File: config.mk
export PLATFORM = sky130hd
export DESIGN_NAME = uirq_top
export DESIGN_NICKNAME = d
export VERILOG_FILES = /design/src/logic/uirq_pkg.sv /design/src/logic/uirq_sync.sv /design/src/logic/uirq_top.sv
export VERILOG_INCLUDE_DIRS = /design/src /design/src/logic
export SDC_FILE = /design/constraint.sdc
export NUM_CORES = 1
export LEC_CHECK = 0
export ABC_AREA = 1
export BUFFER_PORTS_ARGS = -buffer_cell sky130_fd_sc_hd__buf_2
export CORE_MARGIN = 2
export CORE_UTILIZATION = 58
export CTS_BUF_LIST = sky130_fd_sc_hd__clkbuf_4 sky130_fd_sc_hd__clkbuf_8
export DETAILED_ROUTE_END_ITERATION = 12
export GPL_TIMING_DRIVEN = 1
export PLACE_DENSITY = 0.88
export SLEW_MARGIN = 0
export SYNTH_ARGS = -nofsm -noshare
export SYNTH_HDL_FRONTEND = slang
export SYNTH_SLANG_ARGS = --single-unit
File: constraint.sdc
create_clock -name pclk -period 3.32 [get_ports pclk]
set_input_delay 0.166 -clock pclk [delete_from_list [all_inputs] [get_ports pclk]]
set_output_delay 0.166 -clock pclk [all_outputs]
set_load 0.01 [all_outputs]
File: src/logic/uirq_defs.svh
// Register offsets, field positions, reset values and masks of the interrupt status block.
`ifndef UIRQ_DEFS_SVH
`define UIRQ_DEFS_SVH

`define UIRQ_ADDR_W 8
`define UIRQ_STATUS_OFS 8'h00
`define UIRQ_ENABLE_OFS 8'h04
`define UIRQ_POWER_OFS 8'h08

`define UIRQ_BIT_RD_ERR 29
`define UIRQ_BIT_TIMEOUT 19
`define UIRQ_BIT_DONE 18
`define UIRQ_BIT_ADDR_REQ 17
`define UIRQ_BIT_RST_END 10
`define UIRQ_BIT_RST 9
`define UIRQ_BIT_SUSP 8
`define UIRQ_MIRROR_LSB 0
`define UIRQ_MIRROR_MSB 7

`define UIRQ_PWR_BIT_RST 0
`define UIRQ_PWR_BIT_SUSP 1

`define UIRQ_STICKY_MASK 32'h200E_0700
`define UIRQ_STATUS_RST 32'h0000_0000
`define UIRQ_ENABLE_RST 32'h0000_0000
`define UIRQ_RDATA_RST 32'h0000_0000

`define UIRQ_SYNC_STAGES 3

`endif

File: src/logic/uirq_pkg.sv
// Types shared by the interrupt status block.
`include "uirq_defs.svh"

package uirq_pkg;

   // Flag outputs of the device controller core, in status bit order for the mirrors.
   typedef struct packed {
      logic bus_reset;
      logic suspend;
      logic nak;
      logic endpoint;
      logic ctrl_endpoint;
      logic sof;
      logic rx_zero;
      logic status_stage;
      logic status_nak;
      logic setup;
   } uirq_core_flags_t;

   typedef enum logic [1:0] {
      UIRQ_SEL_STATUS = 2'h0,
      UIRQ_SEL_ENABLE = 2'h1,
      UIRQ_SEL_POWER = 2'h3,
      UIRQ_SEL_NONE = 2'h2
   } uirq_sel_t;

   typedef struct packed {
      logic [31:0] flags;
      logic [31:0] enable;
      logic [31:0] rdata;
      logic rdy;
      logic err;
      logic bus_reset_prev;
      logic suspend_prev;
   } uirq_state_t;

   localparam uirq_state_t UIRQ_STATE_RST = '{
      flags: `UIRQ_STATUS_RST,
      enable: `UIRQ_ENABLE_RST,
      rdata: `UIRQ_RDATA_RST,
      rdy: 1'b0,
      err: 1'b0,
      bus_reset_prev: 1'b0,
      suspend_prev: 1'b0
   };

endpackage : uirq_pkg

File: src/logic/uirq_sync.sv
// Three-stage input synchroniser that passes a bit once its last two stages agree.
`timescale 1ns/1ps

module uirq_sync #(
   parameter int WIDTH = 10
) (
   // Clock, reset and clock enable.
   input wire logic pclk,
   input wire logic presetn,
   input wire logic clk_en,
   // Asynchronous input and settled output.
   input wire logic [WIDTH-1:0] din,
   output logic [WIDTH-1:0] dout
);

   typedef struct packed {
      logic [WIDTH-1:0] st1;
      logic [WIDTH-1:0] st2;
      logic [WIDTH-1:0] st3;
      logic [WIDTH-1:0] settled;
   } uirq_sync_state_t;

   uirq_sync_state_t s_q;
   uirq_sync_state_t s_d;

   if (WIDTH < 1) begin : g_bad_width
      $error("uirq_sync needs WIDTH of at least one.");
   end

   // The first stage is read only by the second, so a metastable value never fans out.
   always_comb begin
      s_d = s_q;
      s_d.st1 = din;
      s_d.st2 = s_q.st1;
      s_d.st3 = s_q.st2;
      for (int i = 0; i < WIDTH; i++) begin
         if (s_q.st2[i] == s_q.st3[i]) begin
            s_d.settled[i] = s_q.st3[i];
         end
      end
   end

   always_ff @(posedge pclk or negedge presetn) begin
      if (!presetn) begin
         s_q <= '0;
      end else if (clk_en) begin
         s_q <= s_d;
      end
   end

   assign dout = s_q.settled;

endmodule : uirq_sync

File: src/logic/uirq_top.sv
// Interrupt status, enable and power view of the device controller bridge, with an APB slave.
//
// Local design decisions: register access over APB and the register offsets.
`timescale 1ns/1ps
`include "uirq_defs.svh"

module uirq_top
   import uirq_pkg::*;
(
   // Clock, reset and clock enable.
   input wire logic pclk,
   input wire logic presetn,
   input wire logic clk_en,
   // APB slave.
   input wire logic psel,
   input wire logic penable,
   input wire logic pwrite,
   input wire logic [`UIRQ_ADDR_W-1:0] paddr,
   input wire logic [31:0] pwdata,
   output logic [31:0] prdata,
   output logic pready,
   output logic pslverr,
   // Master write engine events, on this clock.
   input wire logic mw_timeout_evt,
   input wire logic mw_done_evt,
   input wire logic mw_rx_data_evt,
   input wire logic mw_enable,
   input wire logic mw_start_evt,
   input wire logic ep_common_bus,
   // Core flag outputs, asynchronous to this clock.
   input uirq_core_flags_t core_flags,
   // Interrupt request.
   output logic irq
);

   uirq_state_t s_q;
   uirq_state_t s_d;
   uirq_core_flags_t core_s;
   logic [7:0] mirrors;
   logic [31:0] status_word;
   logic [31:0] power_word;
   logic [31:0] set_v;
   logic [31:0] clr_v;
   logic wr_fire;
   logic xfer_done;
   uirq_sel_t rd_sel;
   uirq_sel_t wr_sel;

   // Maps a byte address onto one of the three registers, or onto none when no offset matches.
   function automatic uirq_sel_t reg_sel(input logic [`UIRQ_ADDR_W-1:0] addr);
      uirq_sel_t sel;
      unique case (addr)
         `UIRQ_STATUS_OFS: sel = UIRQ_SEL_STATUS;
         `UIRQ_ENABLE_OFS: sel = UIRQ_SEL_ENABLE;
         `UIRQ_POWER_OFS: sel = UIRQ_SEL_POWER;
         default: sel = UIRQ_SEL_NONE;
      endcase
      return sel;
   endfunction : reg_sel

   // Core flags come from another clock, so every bit is settled before use.
   uirq_sync #(
      .WIDTH($bits(uirq_core_flags_t))
   ) u_core_sync (
      .pclk(pclk),
      .presetn(presetn),
      .clk_en(clk_en),
      .din(core_flags),
      .dout(core_s)
   );

   // Mirrors carry no latch here; they clear when the core's own register is cleared.
   assign mirrors = {core_s.nak, core_s.endpoint, core_s.ctrl_endpoint, core_s.sof,
                     core_s.rx_zero, core_s.status_stage, core_s.status_nak,
                     core_s.setup};

   always_comb begin
      status_word = s_q.flags;
      status_word[`UIRQ_MIRROR_MSB:`UIRQ_MIRROR_LSB] = mirrors;
      power_word = '0;
      power_word[`UIRQ_PWR_BIT_RST] = core_s.bus_reset;
      power_word[`UIRQ_PWR_BIT_SUSP] = core_s.suspend;
   end

   // The answer is prepared in the setup cycle, so every access has no wait state
   // unless the clock enable holds the block.
   assign pready = psel && penable && s_q.rdy && clk_en;
   assign xfer_done = pready;
   assign wr_fire = xfer_done && pwrite;
   assign pslverr = pready && s_q.err;
   assign prdata = s_q.rdata;
   assign rd_sel = reg_sel(paddr);
   assign wr_sel = reg_sel(paddr);

   always_comb begin
      s_d = s_q;
      set_v = '0;
      clr_v = '0;
      set_v[`UIRQ_BIT_TIMEOUT] = mw_timeout_evt;
      set_v[`UIRQ_BIT_DONE] = mw_done_evt;
      set_v[`UIRQ_BIT_ADDR_REQ] = mw_rx_data_evt && !mw_enable;
      set_v[`UIRQ_BIT_RD_ERR] = mw_start_evt && ep_common_bus;
      set_v[`UIRQ_BIT_RST_END] = s_q.bus_reset_prev && !core_s.bus_reset;
      set_v[`UIRQ_BIT_RST] = !s_q.bus_reset_prev && core_s.bus_reset;
      set_v[`UIRQ_BIT_SUSP] = s_q.suspend_prev != core_s.suspend;
      s_d.bus_reset_prev = core_s.bus_reset;
      s_d.suspend_prev = core_s.suspend;
      if (wr_fire && wr_sel == UIRQ_SEL_STATUS) begin
         clr_v = pwdata & `UIRQ_STICKY_MASK;
      end
      // A new event wins over a clear in the same cycle, so none is lost.
      s_d.flags = ((s_q.flags & ~clr_v) | set_v) & `UIRQ_STICKY_MASK;
      if (wr_fire && wr_sel == UIRQ_SEL_ENABLE) begin
         s_d.enable = pwdata & `UIRQ_STICKY_MASK;
      end
      if (psel && !s_q.rdy) begin
         s_d.rdy = 1'b1;
         s_d.err = rd_sel == UIRQ_SEL_NONE;
         unique case (rd_sel)
            UIRQ_SEL_STATUS: s_d.rdata = status_word;
            UIRQ_SEL_ENABLE: s_d.rdata = s_q.enable;
            UIRQ_SEL_POWER: s_d.rdata = power_word;
            UIRQ_SEL_NONE: s_d.rdata = '0;
         endcase
      end else if (xfer_done) begin
         s_d.rdy = 1'b0;
         s_d.err = 1'b0;
      end
   end

   always_ff @(posedge pclk or negedge presetn) begin
      if (!presetn) begin
         s_q <= UIRQ_STATE_RST;
      end else if (clk_en) begin
         s_q <= s_d;
      end
   end

   // Mirrors are not gated here: they have no enable and reach the core's own interrupt.
   assign irq = |(s_q.flags & s_q.enable);
endmodule : uirq_top

Word-level counts from Yosys, hierarchy flattened:

Index checks and enable logic that the tools add are counted.
Widths: inputs -> output; s select.

* add/subtract/negate cells: 0
* $mul: 0
* div/mod/pow operators: 0
* order comparisons: 0
* eq/ne operators: 16
* shift operators: 0
* mux-type cells: 5
* bitwise operators: 4
* reduce and logical (&&, ||, !) cells: 33

Operators by type and width (number)
* $pmux 32 s4: 1
* $and 30x30->30: 2
* $reduce_or 32->1: 1
* $mux 30: 1
* $not 30->30: 1
* $or 30x30->30: 1
* $reduce_and 2->1: 13
* $logic_and 1x1->1: 12
* $eq 1x1->1: 10
* $eq 8x3->1 const B: 1
* $eq 8x4->1 const B: 1
* $logic_not 8->1: 1
* $pmux 2 s3: 1
* $eq 2x2->1 const B: 2
* $logic_not 1->1: 4
* $mux 2: 2
* $eq 2x1->1 const B: 1
* $logic_not 2->1: 1
* $reduce_bool 2->1: 1
* $ne 1x1->1: 1

* bits in registers: 90
* latch bits: 0
* RAM bits: 0
* memory bits (read-only): 0
* bits of input ports: 62
* output and inout port bits: 35
* logic and storage cells: 78
* memories kept: 0

Logic depth before layout (Yosys ltp):

Gate-level depths: netlist (run 1).

* depth in word-level cells: 9
* mapped depth: 8
* mapped depth without buffers: 7

Modules after synthesis:

Synthesis (run 1) repeated with hierarchy kept, for this count alone.

* cell total of the unflattened synthesis: 467
* area total of the unflattened synthesis: 3703.6 sq um

Modules (own cells, without submodules)
* uirq_top: times used 1, cells an instance 248, area each 1909.3 sq um, seq. area each 825.8 sq um
* uirq_sync: times used 1, cells an instance 219, area each 1794.2 sq um, seq. area each 1001.0 sq um

Worst setup path before layout (run 1):

OpenSTA, ideal clock, no wires.

* path type: reg2reg
* start point: reg s_q[3] (netlist name)
* end point: reg s_q[85] (netlist name)
* library setup time: 117 ps
* arrival: 1034 ps
* data required time: 3203 ps
* path slack: 2169 ps
* stages on the path, launching flop included: 7
* buffers on the path: 1
* period minus slack after synthesis: 1151 ps
* cell sequence: dfrtp_1 -> nand4_4 -> nor2_4 -> buf_4 -> nand3_1 -> nand2_1 -> nand2_1

* cells in the longest elaborated chain, start to end: 8

Ends and longest elaborated chain
* start, declared: line uirq_top.sv:36 `uirq_state_t s_q;`
* start signal, assigned: line uirq_top.sv:133 `s_q <= UIRQ_STATE_RST;`
* start signal, assigned: line uirq_top.sv:135 `s_q <= s_d;`
* $logic_and 1x1->1 (2 in series): line uirq_top.sv:87 `assign pready = psel && penable && s_q.rdy && clk_en;`
* $logic_and 1x1->1: line uirq_top.sv:89 `assign wr_fire = xfer_done && pwrite;`
* $logic_and 1x1->1: line uirq_top.sv:108 `if (wr_fire && wr_sel == UIRQ_SEL_STATUS) begin`
* $mux 30: line uirq_top.sv:108
* $not 30->30: line uirq_top.sv:112 `` s_d.flags = ((s_q.flags & ~clr_v) | set_v) & `UIRQ_STICKY_MASK; ``
* $and 30x30->30: line uirq_top.sv:112
* $or 30x30->30: line uirq_top.sv:112

No other way between the ends.
A chain may end at the register's enable or synchronous reset.

Worst setup path after layout (run 1):

* start point: reg s_q[87] (netlist name)
* end point: out irq

* cells in the longest elaborated chain, start to end: 2

Ends and longest elaborated chain
* $and 30x30->30: line uirq_top.sv:140 `assign irq = |(s_q.flags & s_q.enable);`
* $reduce_or 32->1: line uirq_top.sv:140
* end, declared: line uirq_top.sv:33 `output logic irq`

No other way between the ends.

==> impl_results.md, run 1 <==
- Post-DP HPWL: roughly 4300 µm
- Final Hold Vio Count: 0
- Clk root buf: clkbuf_8
- Vias in the first global route: 2548
- Post-CTS setup repair buffer count: 0
- Area leader, netlist: dfrtp_1
- Sink Count: 73
- Total Neg Setup Slack: 0 ns
- Avg Cell Area, Syn: 8.282 µm²
- First-pass GRT wire length: between 10000 and 15000 µm
- Cts hold-fix bufs: 1
- Commonest cells post-synth: nand2_1, dfrtp_1, buf_4, nand3_1, o21ai_0
- Mapped Area: approximately 0.0034 mm²
- Register area share after synthesis: 53.54%
- Synth Instances: around 410
- WL per Instance: roughly 12 µm
- Final Max Slew Viols: 0
- R2R cell count: 5
- Detailed-route DRC error count: 0
- Nets: about 500
- CP bufs+invs: 2
- Yosys reg bits: 73
- Cells on Worst Hold Path: 3
- IR drop worst, VDD: 0.3850 mV
- Hold slack final: roughly 0.012 ns
- Critical Path Stages: 4
- CTS Buf Count: 9
- Crit path capture type: primary output
- Synth top area share: between 50 and 60%
- Largest net degree at the start of global routing: just under 50
- Crit start category: flop
- Overall routing resource usage: 22.04%
- Syn. warnings: 0
- RSZ-0062 raised after global routing: no
- Worst Path Max Fanout: 3
- Tot Pwr: 2.100 mW
- Yosys cell types: 22
- Placer congestion estimate: approximately 0.8
- CP cell instances: a22o_1, inv_1, nand4_1, buf_2
- Residual overflow from global routing: 0
- Slowest stage delay, CP: about 0.42 ns
- Slowest cell on crit path: dfrtp_1
- Num ports: between 90 and 100
- Final Skew: 0.005748 ns
- Layout cells sized above 1: ~18%
- Endpoint, Worst Hold: u_core_sync.s_d[25]
- Cell family with most CP delay: flip-flops
- Vias/cell: 5.057
- Fillers: 455
- Final wirelength: 6258 µm
- Iteration-0 DRC count of the detailed router: around 260
- CTS tree: yes
- Most frequent cell after synthesis: nand2_1
- WS Path Type: flop to primary output
- Final worst path period share: between 40% and 50%
- Status: completed
- Diodes inserted: 0
- Die ar.: approximately 0.0065 mm²
- Routed Antenna Nets: 0
- Reg clk slew, reported paths: ~0.080 ns
- Leak: 2.117 nW
- Via count: 2670
- Synth top area cells: dfrtp_1, nand2_1, buf_4, nand3_1, o21ai_0
- FP Rows: 27
- WP data required: ~3.2 ns
- Beginning of the worst hold path: core_flags[5]
- Max-Cap Viols: 0
- Initial antenna violation count: 0
- Clock Path Buffers: 2
- Ys flop type: dfrtp_1
- Core Region: around 0.0056 mm²
- Worst r2r src: s_q[3]
- Clock latency on the worst-skew pair: roughly 0.34 ns
- Period minus WS final: around 1.4 ns
- PostCTS Resize Cnt: 0
- Initial Util: between 60% and 70%
- Min-delay worst type: input pin to flop
- IO Port Bufs: 54
- Slew @ Worst Pin: around 0.82 ns
- Critical Path AT: 1.27 ns
- Post-synth EDFFs: 0
- Critical R2R Capture: s_q[44]
- Area delta synth->final: 11.04%
- Die width: 80.70 µm
- Fmax: between 600 and 700 MHz
- H-tree levels: 3
- Rel. slew slack: between 40% and 50%
- Router iterations before antenna repair: 4
- Setup violations, final: 0
- DIE HEIGHT: 80.70 µm
- P per Cell Area: 554.3 mW/mm²
- Reg2reg setup slack: about 2.0 ns
- Ys async rst share: 100.0%
==> metrics by stage <==
stage               worst slack (ns)  util (%)  std cells  instance area (µm²)
detailed placement             1.650     62.92        511                 3528
CTS                            1.877     67.56        528                 3789
global route                   1.703     67.56        528                 3789
finish                         1.880     67.56        528                 3789
global placement               1.711     62.92        511                 3528
floorplan                      2.169         -        428                 3472
==> cell type report <==
cell class,instances,area [µm²],area share (%)
clock buffer,10,137.6,3.633
multi-input combinational,278,1206,31.84
clock inverter,6,112.6,2.972
inverter,32,120.1,3.170
timing repair buffer,57,295.3,7.794
tap,72,90.09,2.378
sequential,73,1827,48.22
==> cells in the final DEF, fill, tap and decap left out, types with 2 or more instances in the layout <==
cell | Yosys | routed
nand2_1 | 154 | 154
dfrtp_1 | 73 | 73
buf_2 | 3 | 54
nand3_1 | 37 | 37
o21ai_0 | 37 | 37
inv_1 | 29 | 29
nor2_1 | 18 | 18
conb_1 | 1 | 17
clkbuf_8 | 0 | 10
a21oi_1 | 5 | 5
bufinv_16 | 0 | 3
nor2_4 | 2 | 2
nand2_2 | 2 | 2
inv_2 | 2 | 2
inv_6 | 0 | 2
buf_4 | 37 | 2
==> state kept, by name, summed over array words and instances, names as in the netlist <==
signal and flops:
prdata 15, s_q 18, u_core_sync.dout 10, u_core_sync.s_d 20, u_core_sync.s_q 10
==> metal layers <==
metal | track usage (%) | vias up | share of wire [%] | wire (µm)
li1 | - | 1324 | - | -
met1 | 26.76 | 1236 | 43 | 2694
met4 | 9.661 | 0 | 2.6 | 162
met2 | 37.08 | 91 | 48 | 2977
met5 | 0 | - | 0 | 0
met3 | 5.955 | 19 | 6.8 | 424
==> report_power, final <==
part / internal (mW) / switching (mW)
Clock: 0.524 / 0.339
Combinational: 0.0703 / 0.138
Sequential: 0.971 / 0.0582
Total: 1.56 / 0.535
==> how the worst max path moves through the flow <==
stage,start,end,slack [ns]
floorplan,s_q[3],s_q[85],2.17
global placement,paddr[7],s_q[85],1.71
detailed placement,paddr[5],s_q[76],1.65
CTS,presetn,s_q[0],1.88
global route,presetn,s_q[0],1.70
finish,s_q[87],irq,1.88
==> logic make-up after synthesis <==
logic type / after synthesis / share of synthesized area, %
DFF: 73 / 53.54
buffers and inverters: 77 / 12.87
other: 1 / 0.1099
AOI/OAI and AO/OA: 43 / 6.417
and+or+nand+nor: 218 / 27.06
==> tightest hold or removal path: stages <==
cell,delay [ns]
buf_2,0.08
nand2_1,0.04
nand2_1,0.05
No activity file was read; power rests on OpenSTA's default activity.
==> run 2, diff against run 1 <==
- CORE_UTILIZATION: 58 -> 49
- PLACE_DENSITY: 0.88 -> 0.79
- clock period: 3.32 -> 1.3 ns (I/O delays scaled with it)
==> run 2 against run 1 <==
Effect of this change: the run now ends with setup timing left; final area is 9.4% higher; global-route usage is 3.5 points lower; utilization is 6.2 points lower; highest routed layer unchanged; count of clock-buffer cells in the layout up 1; die area rose by 17%; critical path type unchanged; sequential share of layout area shrank 4.1 points; largest cell class unchanged; sequential power increased to 2.5 times the previous value; final cell count increased by 9.3%; clock skew increased by 0.0096 ns.
==> impl_results.md, run 2 (synthesis results as in run 1) <==
- Min-delay worst type: input pin to flop
- Via count: 2801
- Crit path capture type: primary output
- Reg clk slew, reported paths: 0.07 ns
- RSZ-0062 raised after global routing: yes
- Worst Path Max Fanout: 3
- Core Region: 0.006756 mm²
- Total Neg Setup Slack: -0.05559 ns
- Iteration-0 DRC count of the detailed router: about 160
- Initial Util: about 50%
- Met3 Usage GRT: under 10%
- CTS Buf Count: 9
- Num ports: 97
- WS Path Type: flop to primary output
- Die ar.: around 0.0076 mm²
- Diodes inserted: 0
- Fmax: 737.7 MHz
- Placer congestion estimate: between 0.8 and 0.9
- Failing checks: setup timing
- Clock latency on the worst-skew pair: 0.36 ns
- Final Skew: around 0.015 ns
- Nets: 555
- Layout cells sized above 1: 20.52%
- P per Cell Area: about 1200 mW/mm²
- Die width: between 80 and 90 µm
- GRT busiest layer: met2
- Post-DP HPWL: 4422 µm
- Period minus WS final: ~1.4 ns
- Crit start category: flop
- H-tree levels: 3
- Final worst path period share: 104.3%
- First-pass GRT wire length: roughly 11000 µm
- Routed Antenna Nets: 0
- Residual overflow from global routing: 0
- Pre-CTS setup slack: -0.01696 ns
- Router iterations before antenna repair: 4
- Sink Count: 73
- DIE HEIGHT: between 80 and 90 µm
- Clock Path Buffers: 2
- Leak: roughly 2.3 nW
- GR Util met2: approximately 30%
- Vias/cell: 4.854
- FP Rows: 30
- CTS tree: yes
- GRT met1 Usage: 23.76%
- Overall routing resource usage: 18.57%
- WL per Instance: between 10 and 15 µm
- Max-Cap Viols: 0
- Detailed-route DRC error count: 0
- Final Hold Vio Count: 0
- Vias in the first global route: 2431
- Initial antenna violation count: 0
- Status: finished, violations left
- IO Port Bufs: 54
- Setup violations, final: 1
- Area delta synth->final: 21.53%
- IR drop worst, VDD: 0.6056 mV
- Largest net degree at the start of global routing: 74
- WP data required: around 1.2 ns
- Tot Pwr: approximately 5.1 mW
- Final wirelength: roughly 7000 µm
- Final Max Slew Viols: 0
- Critical Path AT: 1.29 ns
- Most frequent cells in the layout: nand2_1, dfrtp_1, buf_2
- Final WS setup: -0.05559 ns
- Most common cell after layout, fill and taps aside: nand2_1
- Number of flip-flops in the largest register: 20
- Clk root buf: clkbuf_8
[run 2: changes by cell type in the layout (fill, tap and decap cells not counted), sizes merged]
| cell | before | now |
|---|---|---|
| bufinv | 3 | 1 |
| buf | 56 | 74 |
| clkbuf | 10 | 11 |
| dlygate4sd3 | 1 | 24 |
| clkinv | 2 | 3 |
| clkinvlp | 0 | 1 |
| nor2 | 21 | 22 |
| inv | 33 | 31 |
[run 2: final cells by class]
| type | instances | area [µm²] |
|---|---|---|
| multi-input cells | 279 | 1219 |
| flip-flops and latches | 73 | 1828 |
| well taps | 80 | 100.1 |
| fillers | 582 | 2610 |
| repair buffers | 98 | 685.7 |
| clock buffers | 11 | 138.9 |
| clock inverters | 4 | 55.05 |
| inverters | 32 | 120.1 |
[run 2: final timing paths]
check,startpoint,to,slack [ns],depth (start not counted)
setup / recovery,s_q[86],irq,-0.06,4
hold / removal,paddr[3],s_q[2],0.06,3
setup reg to reg,s_q[3],s_q[53],0.10,5
hold reg to reg,prdata[2],prdata[2],0.48,2
max in group asynchronous,presetn,s_q[3],0.71,3
min in group asynchronous,presetn,s_q[46],0.27,3
[run 2: layer usage]
| layer | routed length, µm | share of wire, % |
|---|---|---|
| met1 | 3116 | 44 |
| met5 | 0 | 0 |
| met4 | 150 | 2.1 |
| met3 | 386 | 5.4 |
| met2 | 3474 | 49 |
[run 2: report_power, final]
group	total [mW]	leakage [nW]	internal, mW	switching, mW
Sequential	2.62	0.924	2.48	0.141
Combinational	0.677	1.25	0.279	0.398
Clock	1.75	0.0964	0.925	0.826
Total	5.05	2.27	3.69	1.36
[run 2: timing repair]
item                       in CTS  in global routing
setup buffers                   5                  7
hold buffers                   24                  0
gates resized for setup         1                  2
setup endpoints to repair       9                 15
pin swaps                       0                  2
hold endpoints to repair       94                  0
gates cloned                    0                  1
[run 2: stage by stage]
| step | std cells | hold WS, ns | util, % | area (µm²) |
|---|---|---|---|---|
| 2_1_floorplan | 428 | -0.2306 | - | 3472 |
| 3_3_place_gp | 525 | 0.1205 | 53.41 | 3608 |
| 3_5_place_dp | 525 | 0.1317 | 53.41 | 3608 |
| 4_1_cts | 569 | 0.05849 | 60.41 | 4081 |
| 5_1_grt | 577 | 0.09421 | 61.37 | 4146 |
| 6_report | 577 | 0.05982 | 61.37 | 4146 |
[run 2: critical path, stage by stage, from the launching register on]
cell	delay (ns)
dfrtp_1	0.43
a22o_1	0.23
inv_1	0.06
nand4_1	0.07
buf_2	0.15
==> run 3, diff against run 2 <==
- CORE_UTILIZATION: 49 -> 58
- PLACE_DENSITY: 0.79 -> 0.88
- clock period: 1.3 -> 1.7 ns (I/O delays scaled with it)
==> run 3 against run 2 <==
Effect of this change: the flow now finishes without violations; critical path type unchanged; via count fell by 1.8%; sequential share of layout area rose by 1.4 points; hold slack got worse by 0.038 ns; critical path depth rose by 1; power fell by 23%; routed wire length fell by 8.4%; count of clock-buffer cells in the layout rose by 1.
==> impl_results.md, run 3 (synthesis results as in run 1) <==
- Status: completed
- Beginning of the worst hold path: pwdata[8]
- IR drop worst, VDD: roughly 0.54 mV
- Final Skew: between 0.01 and 0.015 ns
- Final Max Slew Viols: 0
- Initial antenna violation count: 0
- Reg clk slew, reported paths: roughly 0.080 ns
- Most common cell after layout, fill and taps aside: nand2_1
- Final Hold Vio Count: 0
- First-pass GRT wire length: ~11000 µm
- Worst r2r src: s_q[3]
- Crit start category: flop
- Overall routing resource usage: around 22%
- WP data required: 1.62 ns
- Worst Path Max Fanout: 3
- Num ports: 97
- Sink Count: 73
- Rel. slew slack: a little over half
- Die width: 80.70 µm
- Total Neg Setup Slack: 0 ns
- R2R cell count: 5
- Hold slack final: between 0.02 and 0.025 ns
- Initial Util: 60.84%
- Final Cell Area: 0.004014 mm²
- Tot Pwr: about 3.9 mW
- WL per Instance: 11.81 µm
- Largest net degree at the start of global routing: 29
- Clk root buf: clkbuf_8
- Min-delay worst type: input pin to flop
- Critical R2R Capture: s_q[65]
- Iteration-0 DRC count of the detailed router: 198
- Max-Cap Viols: 0
- Diodes inserted: 0
- Crit path capture type: primary output
- Leak: between 2 and 2.5 nW
- Critical Path AT: between 1 and 1.5 ns
- Die ar.: between 0.006 and 0.007 mm²
- Via count: 2751
- CTS tree: yes
- RSZ-0062 raised after global routing: no
- Vias in the first global route: 2630
- Placer congestion estimate: 0.7988
- FP Rows: 27
- Final wirelength: about 6500 µm
- Residual overflow from global routing: 0
- Final worst path period share: a little under 90%
- Cells on Worst Hold Path: 3
- Placed instance area: 0.003583 mm²
- Detailed-route DRC error count: 0
- DIE HEIGHT: about 81 µm
- Placed Cells: a little over 500
- Routed Antenna Nets: 0
- Setup violations, final: 0
- Slew @ Worst Pin: approximately 0.7 ns
- Fillers: 420
- Router iterations before antenna repair: 4
- IO Port Bufs: between 50 and 60
- Endpoint, Worst Hold: s_q[44]
- Vias/cell: 4.975
- Nets: around 540
- Number of flip-flops in the largest register: 20
- Area delta synth->final: 17.64%
- P per Cell Area: just under 1000 mW/mm²
- Core Region: ~0.0056 mm²
- Most frequent cells in the layout: nand2_1, dfrtp_1, buf_2
- Fmax: ~680 MHz
- WS Path Type: flop to primary output
- Clock Path Buffers: 2
- CTS Buf Count: 9
- Clock latency on the worst-skew pair: approximately 0.34 ns
- Final non-filler cell total: 553
- Reg2reg setup slack: roughly 0.35 ns
- Post-DP HPWL: between 4000 and 5000 µm
- H-tree levels: 3
- Period minus WS final: 1.471 ns
- Layout cells sized above 1: ~18%
[run 3: report_power, final]
part	switching, mW	internal (mW)	leakage [nW]	total [mW]
logic	0.282	0.182	1.18	0.464
clock network	0.616	0.774	0.106	1.39
registers	0.115	1.90	0.925	2.01
[run 3: cell type report]
| cell class | count | area [µm²] | area share, % |
|---|---|---|---|
| Clock buffer | 12 | 158.9 | 3.959 |
| Clock inverter | 4 | 51.30 | 1.278 |
| Inverter | 32 | 120.1 | 2.993 |
| Multi-Input combinational cell | 278 | 1206 | 30.05 |
| Sequential cell | 73 | 1827 | 45.51 |
| Tap cell | 72 | 90.09 | 2.244 |
| Timing Repair Buffer | 82 | 560.5 | 13.97 |
[run 3: critical path, stage by stage, from the launching register on]
cell     delay (ns)
dfrtp_1        0.42
nand2_1        0.08
nand2_1        0.06
a21oi_1        0.19
nand4_1        0.14
buf_2          0.16
[run 3: how the worst max path moves through the flow]
stage | start | to | slack [ns] | cells after the start
after floorplan | s_q[3] | s_q[85] | 0.55 | 6
after global placement | s_q[3] | s_q[46] | 0.42 | 5
after detailed placement | s_q[3] | s_q[65] | 0.36 | 5
after CTS | s_q[46] | irq | 0.25 | 5
after global routing | s_q[46] | irq | 0.19 | 5
final | s_q[46] | irq | 0.23 | 5
[run 3: timing repair]
item	4_1_cts	5_1_grt
hold buffers	22	0
setup endpoints to repair	0	0
gates resized for setup	0	0
setup buffers	0	0
endpoints found under the hold margin	44	0
[run 3: per-layer routing]
| layer | GRT usage [%] | share of wire [%] | vias up |
|---|---|---|---|
| li1 | - | - | 1371 |
| met1 | 27.55 | 44 | 1271 |
| met2 | 37.50 | 47 | 91 |
| met3 | 4.045 | 5.1 | 18 |
| met4 | 12.71 | 3.3 | 0 |
| met5 | 0 | 0 | - |
[run 3: per-stage QoR]
step	setup WS [ns]	utilization, %
floorplan	0.5493	-
global placement	0.4229	63.90
detailed placement	0.3581	63.90
CTS	0.2524	71.58
global route	0.1895	71.58
finish	0.2288	71.58
